$ cat src/inc/stx_pkg.sv
package stx_pkg;

   // ***************************************************
   // Register map, word aligned byte offsets
   // ***************************************************
   localparam int STX_AW = 8;
   localparam logic [7:0] OFS_ST0 = 8'h00;
   localparam logic [7:0] OFS_ST1 = 8'h04;
   localparam logic [7:0] OFS_ST2 = 8'h08;
   localparam logic [7:0] OFS_DSP = 8'h0c;
   localparam logic [7:0] OFS_SSP = 8'h10;
   localparam logic [7:0] OFS_VECTOR_PTR_DSP = 8'h14;
   localparam logic [7:0] OFS_VECTOR_PTR_HOST = 8'h18;
   localparam logic [7:0] OFS_DBST = 8'h1c;
   localparam logic [7:0] OFS_RETPAIR = 8'h20;
   localparam logic [7:0] OFS_CTRL = 8'h24;
   localparam logic [7:0] OFS_STAT = 8'h28;

   // ***************************************************
   // Status word reset values and fields
   // ***************************************************
   localparam logic [15:0] ST0_RST = 16'h3800;
   localparam logic [15:0] ST1_RST = 16'h2920;
   localparam logic [15:0] ST2_RST = 16'h1000;
   localparam logic [15:0] ST2_WMASK = 16'h9dff;
   localparam int ST0_HI_LSB = 9;
   localparam int ST1_GIM_BIT = 11;
   localparam int ST2_AUX_REG_MODE_SELECT_BIT = 15;
   localparam int ST2_DEBUG_EVENT_DISABLE_BIT = 12;
   localparam int ST2_EMULATION_WRITE_PERMIT_BIT = 11;
   localparam int ST2_RDM_BIT = 10;
   localparam int CTRL_FAST_BIT = 0;
   localparam int CTRL_FLOW_LSB = 8;
   localparam logic [15:0] RST_PTR = 16'h0000;

   // ***************************************************
   // Trap opcode and vector layout
   // ***************************************************
   localparam logic [15:0] OPC_TRAP_MASK = 16'hff80;
   localparam logic [15:0] OPC_TRAP_VAL = 16'h9580;
   localparam int VEC_IDX_W = 5;
   localparam logic [4:0] HOST_VEC_LO = 5'h10;
   localparam logic [4:0] HOST_VEC_HI = 5'h17;

   typedef enum logic [2:0] {
      STX_IDLE, STX_PH_ADDR, STX_PH_ACC, STX_PH_READ, STX_VEC_REQ, STX_VEC_WAIT
   } stx_phase_e;

   typedef struct packed {
      logic we;
      logic [15:0] addr;
      logic [15:0] data;
   } stx_push_s;

   function automatic logic [23:0] stx_vec_addr(input logic [15:0] ivp,
                                                input logic [4:0] idx);
      return {ivp, idx, 3'b000};
   endfunction

   function automatic logic [15:0] stx_merge(input logic [15:0] old_v,
                                             input logic [15:0] new_v,
                                             input logic [1:0] sel);
      return {sel[1] ? new_v[15:8] : old_v[15:8],
              sel[0] ? new_v[7:0] : old_v[7:0]};
   endfunction

endpackage

$ cat src/design/stx_status_bank.sv
`timescale 1ns/100ps
`default_nettype none
module stx_status_bank (
   input wire logic core_clk,
   input wire logic srst,
   input wire logic soft_rst,
   input wire logic [2:0] wr_en,
   input wire logic [1:0] wr_sel,
   input wire logic [15:0] wr_data,
   output logic [15:0] st0,
   output logic [15:0] st1,
   output logic [15:0] st2
);
   import stx_pkg::*;

   typedef struct packed {
      logic [15:0] st0;
      logic [15:0] st1;
      logic [15:0] st2;
   } stx_bank_s;

   stx_bank_s s_r;
   stx_bank_s s_nxt;

   always_comb
   begin
      s_nxt = s_r;
      if (soft_rst)
      begin
         s_nxt.st0 = ST0_RST;
         s_nxt.st1 = ST1_RST;
         s_nxt.st2 = ST2_RST;
      end
      else
      begin
         if (wr_en[0])
            s_nxt.st0 = stx_merge(s_r.st0, wr_data, wr_sel);
         if (wr_en[1])
            s_nxt.st1 = stx_merge(s_r.st1, wr_data, wr_sel);
         if (wr_en[2])
            s_nxt.st2 = stx_merge(s_r.st2, wr_data, wr_sel) & ST2_WMASK;
      end
   end

   always_ff @(posedge core_clk)
   begin
      if (srst)
         s_r <= '{ST0_RST, ST1_RST, ST2_RST};
      else
         s_r <= s_nxt;
   end

   assign st0 = s_r.st0;
   assign st1 = s_r.st1;
   assign st2 = s_r.st2;
endmodule // stx_status_bank
`default_nettype wire

$ cat src/design/stx_trap_unit.sv
// Contract
// - Trap vector address is the selected vector pointer joined with 5-bit index and three zero bits.
// - Trap runs unmasked and leaves global mask and debug disable unchanged.
// - Address phase: push status two on data stack, status zero high bits.
// - Access phase: push status one on data stack, debug status on system.
// - Read phase: push return address low, loop bits with address high.
// - After pushes, load program counter with routine address, clear flow flags.
// - Slow return by default stores return context in stack memory.
// - Fast return keeps address and loop bits in a 32-bit register pair.
// - A trap under a repeat construct is refused.
// - Soft reset clears aux mode select and sets debug disable.
// - Soft reset clears the emulation write permit, blocking emulation writes.
// - Soft reset clears rounding mode select, giving round toward infinity.
// - Soft reset clears all circular select bits, giving linear addressing.
// - Soft reset clears overflow flags and data page, sets test flags, carry.
// - Soft reset keeps vector pointers, sets global mask, clears pending flags.
//
// The address map and the Wishbone interface to the registers were chosen for this implementation.
`timescale 1ns/100ps
`default_nettype none
module stx_trap_unit #(
   parameter int VEC_W = 5
) (
   input wire logic core_clk,
   input wire logic srst,
   input wire logic wb_cyc_i,
   input wire logic wb_stb_i,
   input wire logic wb_we_i,
   input wire logic [stx_pkg::STX_AW-1:0] wb_adr_i,
   input wire logic [3:0] wb_sel_i,
   input wire logic [31:0] wb_dat_i,
   output logic [31:0] wb_dat_o,
   output logic wb_ack_o,
   input wire logic trap_req,
   input wire logic [15:0] trap_opcode,
   input wire logic [23:0] trap_ret_pc,
   input wire logic repeat_active,
   output logic trap_busy,
   output logic trap_reject,
   output logic vec_rd,
   output logic [23:0] vec_addr,
   input wire logic vec_ack,
   input wire logic [23:0] vec_data,
   output logic pc_load,
   output logic [23:0] pc_value,
   input wire logic soft_rst_req,
   output logic irq_flags_clr,
   output stx_pkg::stx_push_s data_push,
   output stx_pkg::stx_push_s sys_push,
   output logic [15:0] st0,
   output logic [15:0] st1,
   output logic [15:0] st2,
   output logic debug_event_disable,
   output logic emulation_write_permit,
   output logic rounding_mode_select
);
   import stx_pkg::*;

   if (VEC_W != VEC_IDX_W)
      $error("stx_trap_unit: vector index width must be 5");

   // ***************************************************
   // State
   // ***************************************************
   typedef struct packed {
      stx_phase_e ph;
      logic [15:0] sp;
      logic [15:0] system_stack_pointer;
      logic [15:0] vector_ptr_dsp;
      logic [15:0] vector_ptr_host;
      logic [15:0] debug_context_status;
      logic [23:0] return_addr_reg;
      logic [7:0] flow_context_reg;
      logic [7:0] flow_ctx;
      logic fast;
      logic [4:0] idx;
      logic [23:0] ret_pc;
      logic [23:0] isr_pc;
      logic ack;
      logic [31:0] dat;
      stx_push_s dpush;
      stx_push_s spush;
      logic vec_rd;
      logic [23:0] vaddr;
      logic pc_load;
      logic reject;
      logic last_reject;
      logic irq_clr;
   } stx_state_s;

   stx_state_s s_r;
   stx_state_s s_nxt;
   logic [2:0] st_we;
   logic bus_hit;
   logic bus_wr;
   logic is_trap;
   logic [15:0] wlo;

   stx_status_bank u_bank (
      .core_clk(core_clk),
      .srst(srst),
      .soft_rst(soft_rst_req),
      .wr_en(st_we),
      .wr_sel(wb_sel_i[1:0]),
      .wr_data(wb_dat_i[15:0]),
      .st0(st0),
      .st1(st1),
      .st2(st2)
   );

   function automatic logic [15:0] pick_ivp(input logic [4:0] idx,
                                            input logic [15:0] vector_ptr_dsp,
                                            input logic [15:0] vector_ptr_host);
      return (idx >= HOST_VEC_LO && idx <= HOST_VEC_HI) ? vector_ptr_host : vector_ptr_dsp;
   endfunction

   // ***************************************************
   // Bus decode and sequencer
   // ***************************************************
   always_comb
   begin
      s_nxt = s_r;
      bus_hit = wb_cyc_i && wb_stb_i;
      bus_wr = bus_hit && wb_we_i && s_r.ack;
      wlo = wb_dat_i[15:0];
      st_we = 3'b000;
      is_trap = (trap_opcode & OPC_TRAP_MASK) == OPC_TRAP_VAL;
      s_nxt.ack = bus_hit && !s_r.ack;
      s_nxt.dpush.we = 1'b0;
      s_nxt.spush.we = 1'b0;
      s_nxt.pc_load = 1'b0;
      s_nxt.reject = 1'b0;
      s_nxt.irq_clr = soft_rst_req;
      if (bus_hit && !s_r.ack)
      begin
         if (wb_adr_i == OFS_ST0)
            s_nxt.dat = {16'h0000, st0};
         else if (wb_adr_i == OFS_ST1)
            s_nxt.dat = {16'h0000, st1};
         else if (wb_adr_i == OFS_ST2)
            s_nxt.dat = {16'h0000, st2};
         else if (wb_adr_i == OFS_DSP)
            s_nxt.dat = {16'h0000, s_r.sp};
         else if (wb_adr_i == OFS_SSP)
            s_nxt.dat = {16'h0000, s_r.system_stack_pointer};
         else if (wb_adr_i == OFS_VECTOR_PTR_DSP)
            s_nxt.dat = {16'h0000, s_r.vector_ptr_dsp};
         else if (wb_adr_i == OFS_VECTOR_PTR_HOST)
            s_nxt.dat = {16'h0000, s_r.vector_ptr_host};
         else if (wb_adr_i == OFS_DBST)
            s_nxt.dat = {16'h0000, s_r.debug_context_status};
         else if (wb_adr_i == OFS_RETPAIR)
            s_nxt.dat = {s_r.flow_context_reg, s_r.return_addr_reg};
         else if (wb_adr_i == OFS_CTRL)
            s_nxt.dat = {16'h0000, s_r.flow_ctx, 7'h00, s_r.fast};
         else if (wb_adr_i == OFS_STAT)
            s_nxt.dat = {29'h0, s_r.last_reject, s_r.vec_rd,
                         s_r.ph != STX_IDLE};
         else
            s_nxt.dat = 32'h0000_0000;
      end
      if (bus_wr)
      begin
         if (wb_adr_i == OFS_ST0)
            st_we = 3'b001;
         else if (wb_adr_i == OFS_ST1)
            st_we = 3'b010;
         else if (wb_adr_i == OFS_ST2)
            st_we = 3'b100;
         else if (wb_adr_i == OFS_DSP)
            s_nxt.sp = stx_merge(s_r.sp, wlo, wb_sel_i[1:0]);
         else if (wb_adr_i == OFS_SSP)
            s_nxt.system_stack_pointer = stx_merge(s_r.system_stack_pointer, wlo, wb_sel_i[1:0]);
         else if (wb_adr_i == OFS_VECTOR_PTR_DSP)
            s_nxt.vector_ptr_dsp = stx_merge(s_r.vector_ptr_dsp, wlo, wb_sel_i[1:0]);
         else if (wb_adr_i == OFS_VECTOR_PTR_HOST)
            s_nxt.vector_ptr_host = stx_merge(s_r.vector_ptr_host, wlo, wb_sel_i[1:0]);
         else if (wb_adr_i == OFS_DBST)
            s_nxt.debug_context_status = stx_merge(s_r.debug_context_status, wlo, wb_sel_i[1:0]);
         else if (wb_adr_i == OFS_RETPAIR)
         begin
            s_nxt.return_addr_reg[15:0] = stx_merge(s_r.return_addr_reg[15:0], wlo,
                                         wb_sel_i[1:0]);
            if (wb_sel_i[2])
               s_nxt.return_addr_reg[23:16] = wb_dat_i[23:16];
            if (wb_sel_i[3])
               s_nxt.flow_context_reg = wb_dat_i[31:24];
         end
         else if (wb_adr_i == OFS_CTRL)
         begin
            if (wb_sel_i[0])
               s_nxt.fast = wb_dat_i[CTRL_FAST_BIT];
            if (wb_sel_i[1])
               s_nxt.flow_ctx = wb_dat_i[CTRL_FLOW_LSB +: 8];
         end
      end
      case (s_r.ph)
         STX_IDLE:
         begin
            if (trap_req)
            begin
               if (repeat_active || !is_trap)
               begin
                  s_nxt.reject = 1'b1;
                  s_nxt.last_reject = 1'b1;
               end
               else
               begin
                  // Accepted regardless of the global mask
                  s_nxt.ph = STX_PH_ADDR;
                  s_nxt.idx = trap_opcode[4:0];
                  s_nxt.ret_pc = trap_ret_pc;
                  s_nxt.last_reject = 1'b0;
               end
            end
         end
         STX_PH_ADDR:
         begin
            s_nxt.sp = s_r.sp - 16'h0001;
            s_nxt.dpush = '{1'b1, s_r.sp - 16'h0001, st2};
            s_nxt.system_stack_pointer = s_r.system_stack_pointer - 16'h0001;
            s_nxt.spush = '{1'b1, s_r.system_stack_pointer - 16'h0001,
                            {st0[15:ST0_HI_LSB], 9'h000}};
            s_nxt.ph = STX_PH_ACC;
         end
         STX_PH_ACC:
         begin
            s_nxt.sp = s_r.sp - 16'h0001;
            s_nxt.dpush = '{1'b1, s_r.sp - 16'h0001, st1};
            s_nxt.system_stack_pointer = s_r.system_stack_pointer - 16'h0001;
            s_nxt.spush = '{1'b1, s_r.system_stack_pointer - 16'h0001, s_r.debug_context_status};
            s_nxt.ph = STX_PH_READ;
         end
         STX_PH_READ:
         begin
            if (s_r.fast)
            begin
               s_nxt.return_addr_reg = s_r.ret_pc;
               s_nxt.flow_context_reg = s_r.flow_ctx;
            end
            else
            begin
               s_nxt.sp = s_r.sp - 16'h0001;
               s_nxt.dpush = '{1'b1, s_r.sp - 16'h0001, s_r.ret_pc[15:0]};
               s_nxt.system_stack_pointer = s_r.system_stack_pointer - 16'h0001;
               s_nxt.spush = '{1'b1, s_r.system_stack_pointer - 16'h0001,
                               {s_r.flow_ctx, s_r.ret_pc[23:16]}};
            end
            s_nxt.ph = STX_VEC_REQ;
         end
         STX_VEC_REQ:
         begin
            s_nxt.vec_rd = 1'b1;
            s_nxt.vaddr = stx_vec_addr(pick_ivp(s_r.idx, s_r.vector_ptr_dsp, s_r.vector_ptr_host),
                                       s_r.idx);
            s_nxt.ph = STX_VEC_WAIT;
         end
         STX_VEC_WAIT:
         begin
            if (vec_ack)
            begin
               s_nxt.vec_rd = 1'b0;
               s_nxt.isr_pc = vec_data;
               s_nxt.pc_load = 1'b1;
               s_nxt.flow_ctx = 8'h00;
               s_nxt.ph = STX_IDLE;
            end
         end
         default:
            s_nxt.ph = STX_IDLE;
      endcase
   end

   always_ff @(posedge core_clk)
   begin
      if (srst)
      begin
         s_r <= '0;
         s_r.ph <= STX_IDLE;
         s_r.sp <= RST_PTR;
         s_r.system_stack_pointer <= RST_PTR;
      end
      else
         s_r <= s_nxt;
   end

   // ***************************************************
   // Outputs
   // ***************************************************
   assign wb_ack_o = s_r.ack;
   assign wb_dat_o = s_r.dat;
   assign trap_busy = s_r.ph != STX_IDLE;
   assign trap_reject = s_r.reject;
   assign vec_rd = s_r.vec_rd;
   assign vec_addr = s_r.vaddr;
   assign pc_load = s_r.pc_load;
   assign pc_value = s_r.isr_pc;
   assign irq_flags_clr = s_r.irq_clr;
   assign data_push = s_r.dpush;
   assign sys_push = s_r.spush;
   assign debug_event_disable = st2[ST2_DEBUG_EVENT_DISABLE_BIT];
   assign emulation_write_permit = st2[ST2_EMULATION_WRITE_PERMIT_BIT];
   assign rounding_mode_select = st2[ST2_RDM_BIT];
endmodule // stx_trap_unit
`default_nettype wire

$ cat config.mk
export PLATFORM = sky130hd
export DESIGN_NAME = stx_trap_unit
export DESIGN_NICKNAME = d
export VERILOG_FILES = /design/src/inc/stx_pkg.sv /design/src/design/stx_status_bank.sv /design/src/design/stx_trap_unit.sv
export SDC_FILE = /design/constraint.sdc
export NUM_CORES = 1
export LEC_CHECK = 0
export BUFFER_PORTS_ARGS = -buffer_cell sky130_fd_sc_hd__buf_2
export CELL_PAD_IN_SITES_DETAIL_PLACEMENT = 1
export CELL_PAD_IN_SITES_GLOBAL_PLACEMENT = 1
export CORE_MARGIN = 10
export CORE_UTILIZATION = 41
export DETAILED_ROUTE_END_ITERATION = 7
export PLACE_DENSITY_LB_ADDON = 0.05
export SYNTH_ARGS = -nofsm -noshare
export SYNTH_HDL_FRONTEND = slang
export SYNTH_HIERARCHICAL = 1
export SYNTH_SLANG_ARGS = --single-unit
$ cat constraint.sdc
create_clock -name core_clk -period 2.9 [get_ports core_clk]
set_clock_uncertainty 0.15 [all_clocks]
set_input_delay 0.145 -clock core_clk [delete_from_list [all_inputs] [get_ports core_clk]]
set_output_delay 0.145 -clock core_clk [all_outputs]
set_load 0.02 [all_outputs]
==> results.md, run 1 <==
- Run status: finished with violations
- Violations in the final reports: DRC
- Worst EP required: about 3.2 ns
- Std-Cell Core Area: around 0.04 sq mm
- Largest driver fanout on the critical path: 9
- Port Buffers: between 300 and 400
- Number of vias per cell: between 5 and 6
- Number of storage elements in the synthesis netlist: 346
- Warning count from the yosys run: 6
- Total I/O pin count: 320
- First-iteration detailed-routing DRC count: around 1400
- Fraction of final layout cells sized beyond drive strength 1: 0.2320
- First-pass GRT wire length: around 110000 microns
- Multi-input gate area: about 0.008 sq mm
- Area overhead of the layout relative to synthesis: 18.97%
- Most frequent standard cell in the layout excluding fill and tap cells: sky130_fd_sc_hd__dfxtp_1
- Final-layout worst hold slack: a little over 0.06 ns
- Crit. End Element: flip-flop
- Largest vdd supply drop: ~0.00035 V
- Clock transition at the registers of the reported paths: approximately 0.06 ns
- Drt pass-1 iters: 8
- Final-report setup violation count: 0
- Number of inserted filler cells in the final layout: approximately 5000
- Final #Nets: ~2400
- Number of flops mapped to enable cells by yosys: 0
- Tightest Pin Transition: 0.9584 ns
- Final Max Slew Viols: 0
- Setup repair after global routing missed its margin: false
- Maxcap violations: 0
- Buf/Inv on CP: 0
- Gr usage total: 0.2858
- Part of the cycle the worst path needs: 0.8754
- Antenna violations before repair: 5
- Die area: between 0.04 and 0.05 sq mm
- Number of instances resized during post-cts repair: 0
- Highest attainable clock frequency: slightly below 400 MHz
- Vias: roughly 16000
- TritonCTS clock tree: built
- Distinct cells, synth: 78
- Buffer levels on the longest clock path: 3
- Largest net degree at the start of global routing: ~110
- Number of instances in the synthesized netlist: 2032
- Leak pwr: 8.038 nW
- Layout Utilization: 0.4934
- Final weighted congestion in routability-driven placement: 0.9387
- Total cell area at the placement stage: about 0.018 sq mm
- Post-synthesis cell area: around 0.017 sq mm
- Count of nets left with antenna violations after detail routing: 0
- Number of buffers created by CTS: 41
- Most frequent cells in the layout: sky130_fd_sc_hd__dfxtp_1, sky130_fd_sc_hd__buf_2, sky130_fd_sc_hd__nand2_1
- Primary flip-flop cell chosen by synthesis mapping: sky130_fd_sc_hd__dfxtp_1
- Reg area: about 0.007 sq mm
- Starting density of the core: 0.4148
- Worst stage delay on the critical path: 0.59 ns
- Max-Slew Margin vs Limit: 0.3446
- Wire per inst: ~26 microns
- Slowest stage cell on the critical path: sky130_fd_sc_hd__and4_1
- Proportion of synthesized chip area in sequential cells: 0.4090
- Detailed placer's ending HPWL: approximately 54000 microns
- Avg Inst Size Synth: about 8.3 sq um
- Maximum level of the CTS H-tree: 2
- Arr. time, crit path: ~2.8 ns
- Source-to-sink clock delay at the later pin of the worst-skew pair: ~0.59 ns
- Sum of negative setup slack: 0 ns
- Pre-CTS setup slack: between 0.08 and 0.09 ns
- FFs w/ async S/R, synth: 0
- Cell breakdown of the critical path: and4_1 -> and2_0 -> nand3_1 -> mux2i_1 -> nor2_1
- Routed WL: approximately 74000 microns
- Minimum period implied by the final worst setup slack: ~2.5 ns
- Delay-heaviest family, CP: simple AND/OR/NAND/NOR gates
- Die extent in y: roughly 220 microns
- Final non-filler cell area: between 0.02 and 0.025 sq mm
- Category of the worst setup path launch point: flip-flop
- DR DRC count: 2
- Die width: ~220 microns
- Worst path setup slack after routing: roughly 0.36 ns
- Number of rows in the core area: 74
- Clock net sink count: 346
- Vias in the first global route: about 17000
- CTS Root Buffer Type: sky130_fd_sc_hd__clkbuf_16
- Crit path kind: reg2reg
- Total power per unit cell area: 525.2 mW/mm^2
- Hold violation total from the final report: 0
- Grt total ovfl: 0
- Worst Hold Class: in2reg
## flip-flops by register name (all words and copies together) (netlist names)
signal	flops
u_bank/st1	16
irq_flags_clr	1
pc_load	1
wb_ack_o	1
vec_addr	21
vec_rd	1
sys_push	32
u_bank/st2	13
s_r	154
data_push	33
u_bank/st0	16
trap_reject	1
wb_dat_o	32
pc_value	24
## worst paths after layout
kind,start,endpoint,slack (ns),depth (start not counted)
worst max-delay path,wb_ack_o,s_r[265],0.36,5
worst min-delay path,wb_adr_i[3],wb_dat_o[0],0.06,4
worst max register to register,wb_ack_o,s_r[265],0.36,5
worst min register to register,data_push[31],data_push[31],0.29,2
## cell families (layout without fill, tap and decap cells)
| group | count (synthesis) | in the layout | share of synthesized area |
|---|---|---|---|
| adders and majority gates | 2 | 2 | 0.001477 |
| other | 2 | 8 | 0.0004435 |
| buffers and inverters | 320 | 543 | 0.1103 |
| and+or+nand+nor | 675 | 675 | 0.1863 |
| DFF | 346 | 346 | 0.4090 |
| xor gates and xnor gates | 22 | 22 | 0.01138 |
| muxes | 116 | 116 | 0.07019 |
| AOI/OAI and AO/OA | 549 | 549 | 0.2109 |
## metal layers
metal | global-route usage | vias up | wire (microns)
met5 | 0 | - | 63
met4 | 0.1279 | 10 | 3158
met3 | 0.08277 | 160 | 5980
met2 | 0.4656 | 571 | 34810
met1 | 0.3424 | 8059 | 29850
li1 | - | 7467 | -
## tightest hold or removal path, delay by kind of cell
| kind | cells | cell delay (ns) |
|---|---|---|
| simple gates | 1 | 0.07 |
| buf+inv | 1 | 0.24 |
| compound gates | 2 | 0.27 |
## Yosys cell counts, types with 5 or more instances
cell                       instances  area [sq um]
sky130_fd_sc_hd__nand3_1         100         500.5
sky130_fd_sc_hd__o211ai_1         10         75.07
sky130_fd_sc_hd__xnor2_1          14         122.6
sky130_fd_sc_hd__nor4_1            9         56.30
sky130_fd_sc_hd__and3_1            5         31.28
sky130_fd_sc_hd__dfxtp_1         346          6927
sky130_fd_sc_hd__nand2b_1          6         37.54
sky130_fd_sc_hd__nand2_1         274          1028
sky130_fd_sc_hd__nor2_1          175         656.9
sky130_fd_sc_hd__a311o_1           8         80.08
sky130_fd_sc_hd__mux2_2           12         135.1
sky130_fd_sc_hd__a31oi_1           9         56.30
sky130_fd_sc_hd__mux2i_1         103          1031
sky130_fd_sc_hd__a21boi_0         10         75.07
sky130_fd_sc_hd__a22oi_1          13         97.59
sky130_fd_sc_hd__a211oi_1         83         623.1
sky130_fd_sc_hd__or3_1             5         31.28
sky130_fd_sc_hd__nor3_1           30         150.1
sky130_fd_sc_hd__buf_1            12         45.04
sky130_fd_sc_hd__xor2_1            8         70.07
sky130_fd_sc_hd__and2_1            5         31.28
sky130_fd_sc_hd__a311oi_1          5         43.79
sky130_fd_sc_hd__nor3b_1           6         45.04
sky130_fd_sc_hd__buf_4           156          1171
sky130_fd_sc_hd__buf_6             6         67.56
sky130_fd_sc_hd__a21bo_2          37         370.4
sky130_fd_sc_hd__nor3_2            5         50.05
sky130_fd_sc_hd__buf_2            27         135.1
sky130_fd_sc_hd__a222oi_1         34         340.3
sky130_fd_sc_hd__o21ai_0          64         320.3
sky130_fd_sc_hd__inv_1             6         22.52
sky130_fd_sc_hd__a21oi_1         238          1191
sky130_fd_sc_hd__o22ai_1          12         75.07
sky130_fd_sc_hd__nor2b_1          12         75.07
sky130_fd_sc_hd__clkbuf_1        110         412.9
## area by class of cell
cell class / instances / area share
Timing Repair Buffer: 466 / 0.1498
Inverter: 7 / 0.001304
Tap cell: 532 / 0.03304
Clock buffer: 56 / 0.05769
Clock inverter: 14 / 0.007390
Multi-Input combinational cell: 1370 / 0.4067
Antenna cell: 2 / 0.0002484
Sequential cell: 346 / 0.3438
## power breakdown
part	internal, mW	switching [mW]
registers	4.77	0.0174
logic	0.235	0.428
clock network	2.98	2.15
total	7.99	2.59
## timing repair
item / CTS / global route
hold buffers: 91 / 0
setup buffers: 0 / 0
endpoints found under the hold margin: 219 / 0
## per-stage QoR
step                      std cells  total power, mW
after floorplan                2036            5.172
after global placement         2630            5.438
after detailed placement       2630            5.445
after CTS                      2791            10.65
after global routing           2791            10.89
final                          2793            10.58
(Power assumes the default switching activity.)
==> run 2: changes to the inputs <==
==> constraint.sdc (replaced) <==
create_clock -name core_clk -period 3.25 [get_ports core_clk]
set_clock_uncertainty 0.15 [all_clocks]
set_input_delay 0.1625 -clock core_clk [delete_from_list [all_inputs] [get_ports core_clk]]
set_output_delay 0.1625 -clock core_clk [all_outputs]
set_load 0.02 [all_outputs]
==> results.md, run 2 (synthesis results as in run 1) <==
- Number of instances resized during post-cts repair: 0 (unchanged)
- Number of buffers created by CTS: 42 (was 41)
- Final Max Slew Viols: 0 (unchanged)
- Cell breakdown of the critical path: and4_1 -> buf_4 -> nand2_1 -> nor4_4 -> mux2i_1 -> o22ai_1 (was and4_1 -> and2_0 -> nand3_1 -> mux2i_1 -> nor2_1)
- Clock net sink count: 346 (unchanged)
- Reg with most FFs: s_r (unchanged)
- First-pass GRT wire length: 107900 microns (was 109000 microns)
- Tightest Pin Transition: 0.9979 ns (was 0.9584 ns)
- Drt pass-1 iters: 6 (was 8)
- Std-Cell Core Area: 0.04083 sq mm (unchanged)
- Source-to-sink clock delay at the later pin of the worst-skew pair: 0.57 ns (was 0.59 ns)
- Total power per unit cell area: 495.1 mW/mm^2 (was 525.2 mW/mm^2)
- Final weighted congestion in routability-driven placement: 0.9768 (was 0.9387)
- Area overhead of the layout relative to synthesis: 20.01% (was 18.97%)
- Fraction of met2 tracks used by global routing: 0.4757 (was 0.4656)
- Met1 routing resource usage after global routing: 0.3448 (was 0.3424)
- Number of rows in the core area: 74 (unchanged)
- Maximum level of the CTS H-tree: 2 (unchanged)
- Worst EP required: 3.54 ns (was 3.17 ns)
- Detailed placer's ending HPWL: 52920 microns (was 53550 microns)
- Count of nets left with antenna violations after detail routing: 0 (unchanged)
- Vias in the first global route: 16613 (was 16979)
- Maxcap violations: 0 (unchanged)
- Largest net degree at the start of global routing: 95 (was 109)
- Die width: 223.2 microns (unchanged)
- Largest vdd supply drop: 0.0003917 V (was 0.0003465 V)
- Most frequent standard cell in the layout excluding fill and tap cells: sky130_fd_sc_hd__dfxtp_1 (unchanged)
- Fraction of final layout cells sized beyond drive strength 1: 0.2358 (was 0.2320)
- First-iteration detailed-routing DRC count: 1525 (was 1366)
- Most frequent cells in the layout: sky130_fd_sc_hd__dfxtp_1, sky130_fd_sc_hd__buf_2, sky130_fd_sc_hd__nand2_1 (unchanged)
- Number of vias per cell: 5.782 (was 5.824)
- CTS Root Buffer Type: sky130_fd_sc_hd__clkbuf_16 (unchanged)
- Crit. End Element: flip-flop (unchanged)
- Arr. time, crit path: 2.80 ns (was 2.81 ns)
- Hold bufs inserted after CTS: 90 (was 91)
- Leak pwr: 8.140 nW (was 8.038 nW)
- Final-layout worst hold slack: 0.03058 ns (was 0.06230 ns)
- Starting density of the core: 0.4148 (unchanged)
- Total I/O pin count: 320 (unchanged)
- Wire per inst: 26.30 microns (was 26.45 microns)
- Routed WL: 73590 microns (was 73860 microns)
- DR DRC count: 0 (was 2)
- Hold violation total from the final report: 0 (unchanged)
- Die extent in y: 223.2 microns (unchanged)
- Largest register FFs: 154 (unchanged)
- Grt total ovfl: 0 (unchanged)
- Vias: 16178 (was 16267)
- Crit path kind: reg2reg (unchanged)
- Buffer levels on the longest clock path: 3 (unchanged)
- Number of inserted filler cells in the final layout: 4877 (was 4858)
- Highest attainable clock frequency: 397.4 MHz (was 393.9 MHz)
- Post-CTS setup buffer count: 0 (unchanged)
- Worst stage delay on the critical path: 0.53 ns (was 0.59 ns)
- Gr usage total: 0.2827 (was 0.2858)
- Sum of negative setup slack: 0 ns (unchanged)
- Final #Nets: 2351 (unchanged)
- TritonCTS clock tree: built (unchanged)
- Antenna violations before repair: 7 (was 5)
- Buf/Inv on CP: 1 (was 0)
- Max-Slew Margin vs Limit: 0.3286 (was 0.3446)
- Worst Hold Class: in2reg (unchanged)
- Port Buffers: 311 (unchanged)
- Slowest stage cell on the critical path: sky130_fd_sc_hd__nor4_4 (was sky130_fd_sc_hd__and4_1)
- Final-report setup violation count: 0 (unchanged)
- Setup repair after global routing missed its margin: false (unchanged)
- Run status: complete, no violations (was finished with violations)
- Minimum period implied by the final worst setup slack: 2.516 ns (was 2.539 ns)
- Largest driver fanout on the critical path: 8 (was 9)
- GRT Max-Usage Layer: met2 (unchanged)
- Clock transition at the registers of the reported paths: 0.06 ns (about the same)
- Die area: 0.04983 sq mm (unchanged)
- Met3 Resource Use GR: 0.07178 (was 0.08277)
- Delay-heaviest family, CP: simple AND/OR/NAND/NOR gates (unchanged)
- Part of the cycle the worst path needs: 0.7742 (was 0.8754)
- Category of the worst setup path launch point: flip-flop (unchanged)
==> run 2: cell types whose count changed in the layout (fill, tap and decap cells not counted), sizes merged <==
cell / change
diode: -1
bufinv: +5
clkbuf: +4
dlygate4sd3: -1
clkinv: -1
clkinvlp: -1
==> run 2: metrics by stage <==
stage,std cells,setup WS [ns],power [mW],util,area (sq um)
CTS,2797,0.7748,10.13,0.4977,20320
global route,2797,0.5864,10.37,0.4977,20320
detailed placement,2630,0.4292,4.851,0.4380,17880
global placement,2630,0.5153,4.845,0.4380,17880
finish,2798,0.7339,10.06,0.4978,20320
floorplan,2036,1.018,4.615,-,16950
==> run 2: routing by layer <==
layer	wire length, microns	up-vias
li1	-	7453
met1	30450	8049
met2	35480	547
met3	5417	121
met4	2183	8
met5	57	-
==> run 2: worst paths after layout <==
| check | slack, ns | cells past startpoint | from | end |
|---|---|---|---|---|
| max | 0.73 | 6 | wb_ack_o | s_r[281] |
| min | 0.03 | 2 | srst | pc_value[5] |
| max reg2reg | 0.73 | 6 | wb_ack_o | s_r[281] |
| min reg2reg | 0.30 | 2 | vec_addr[5] | vec_addr[5] |
==> run 2: power breakdown <==
group	leakage (nW)	total [mW]	switching (mW)	internal, mW
Sequential	2.79	4.27	0.0150	4.26
Combinational	4.58	0.588	0.384	0.205
Clock	0.767	5.20	1.93	3.27
==> run 2: final cells by class <==
class / instances / area (sq um) / share of cell area
clock inverters: 17 / 267.8 / 0.01317
repair buffers: 465 / 2972 / 0.1462
diodes: 1 / 2.502 / 0.0001231
multi-input cells: 1370 / 8194 / 0.4032
flip-flops and latches: 346 / 6927 / 0.3408
clock buffers: 60 / 1270 / 0.06248
inverters: 7 / 26.28 / 0.001293
well taps: 532 / 665.6 / 0.03275
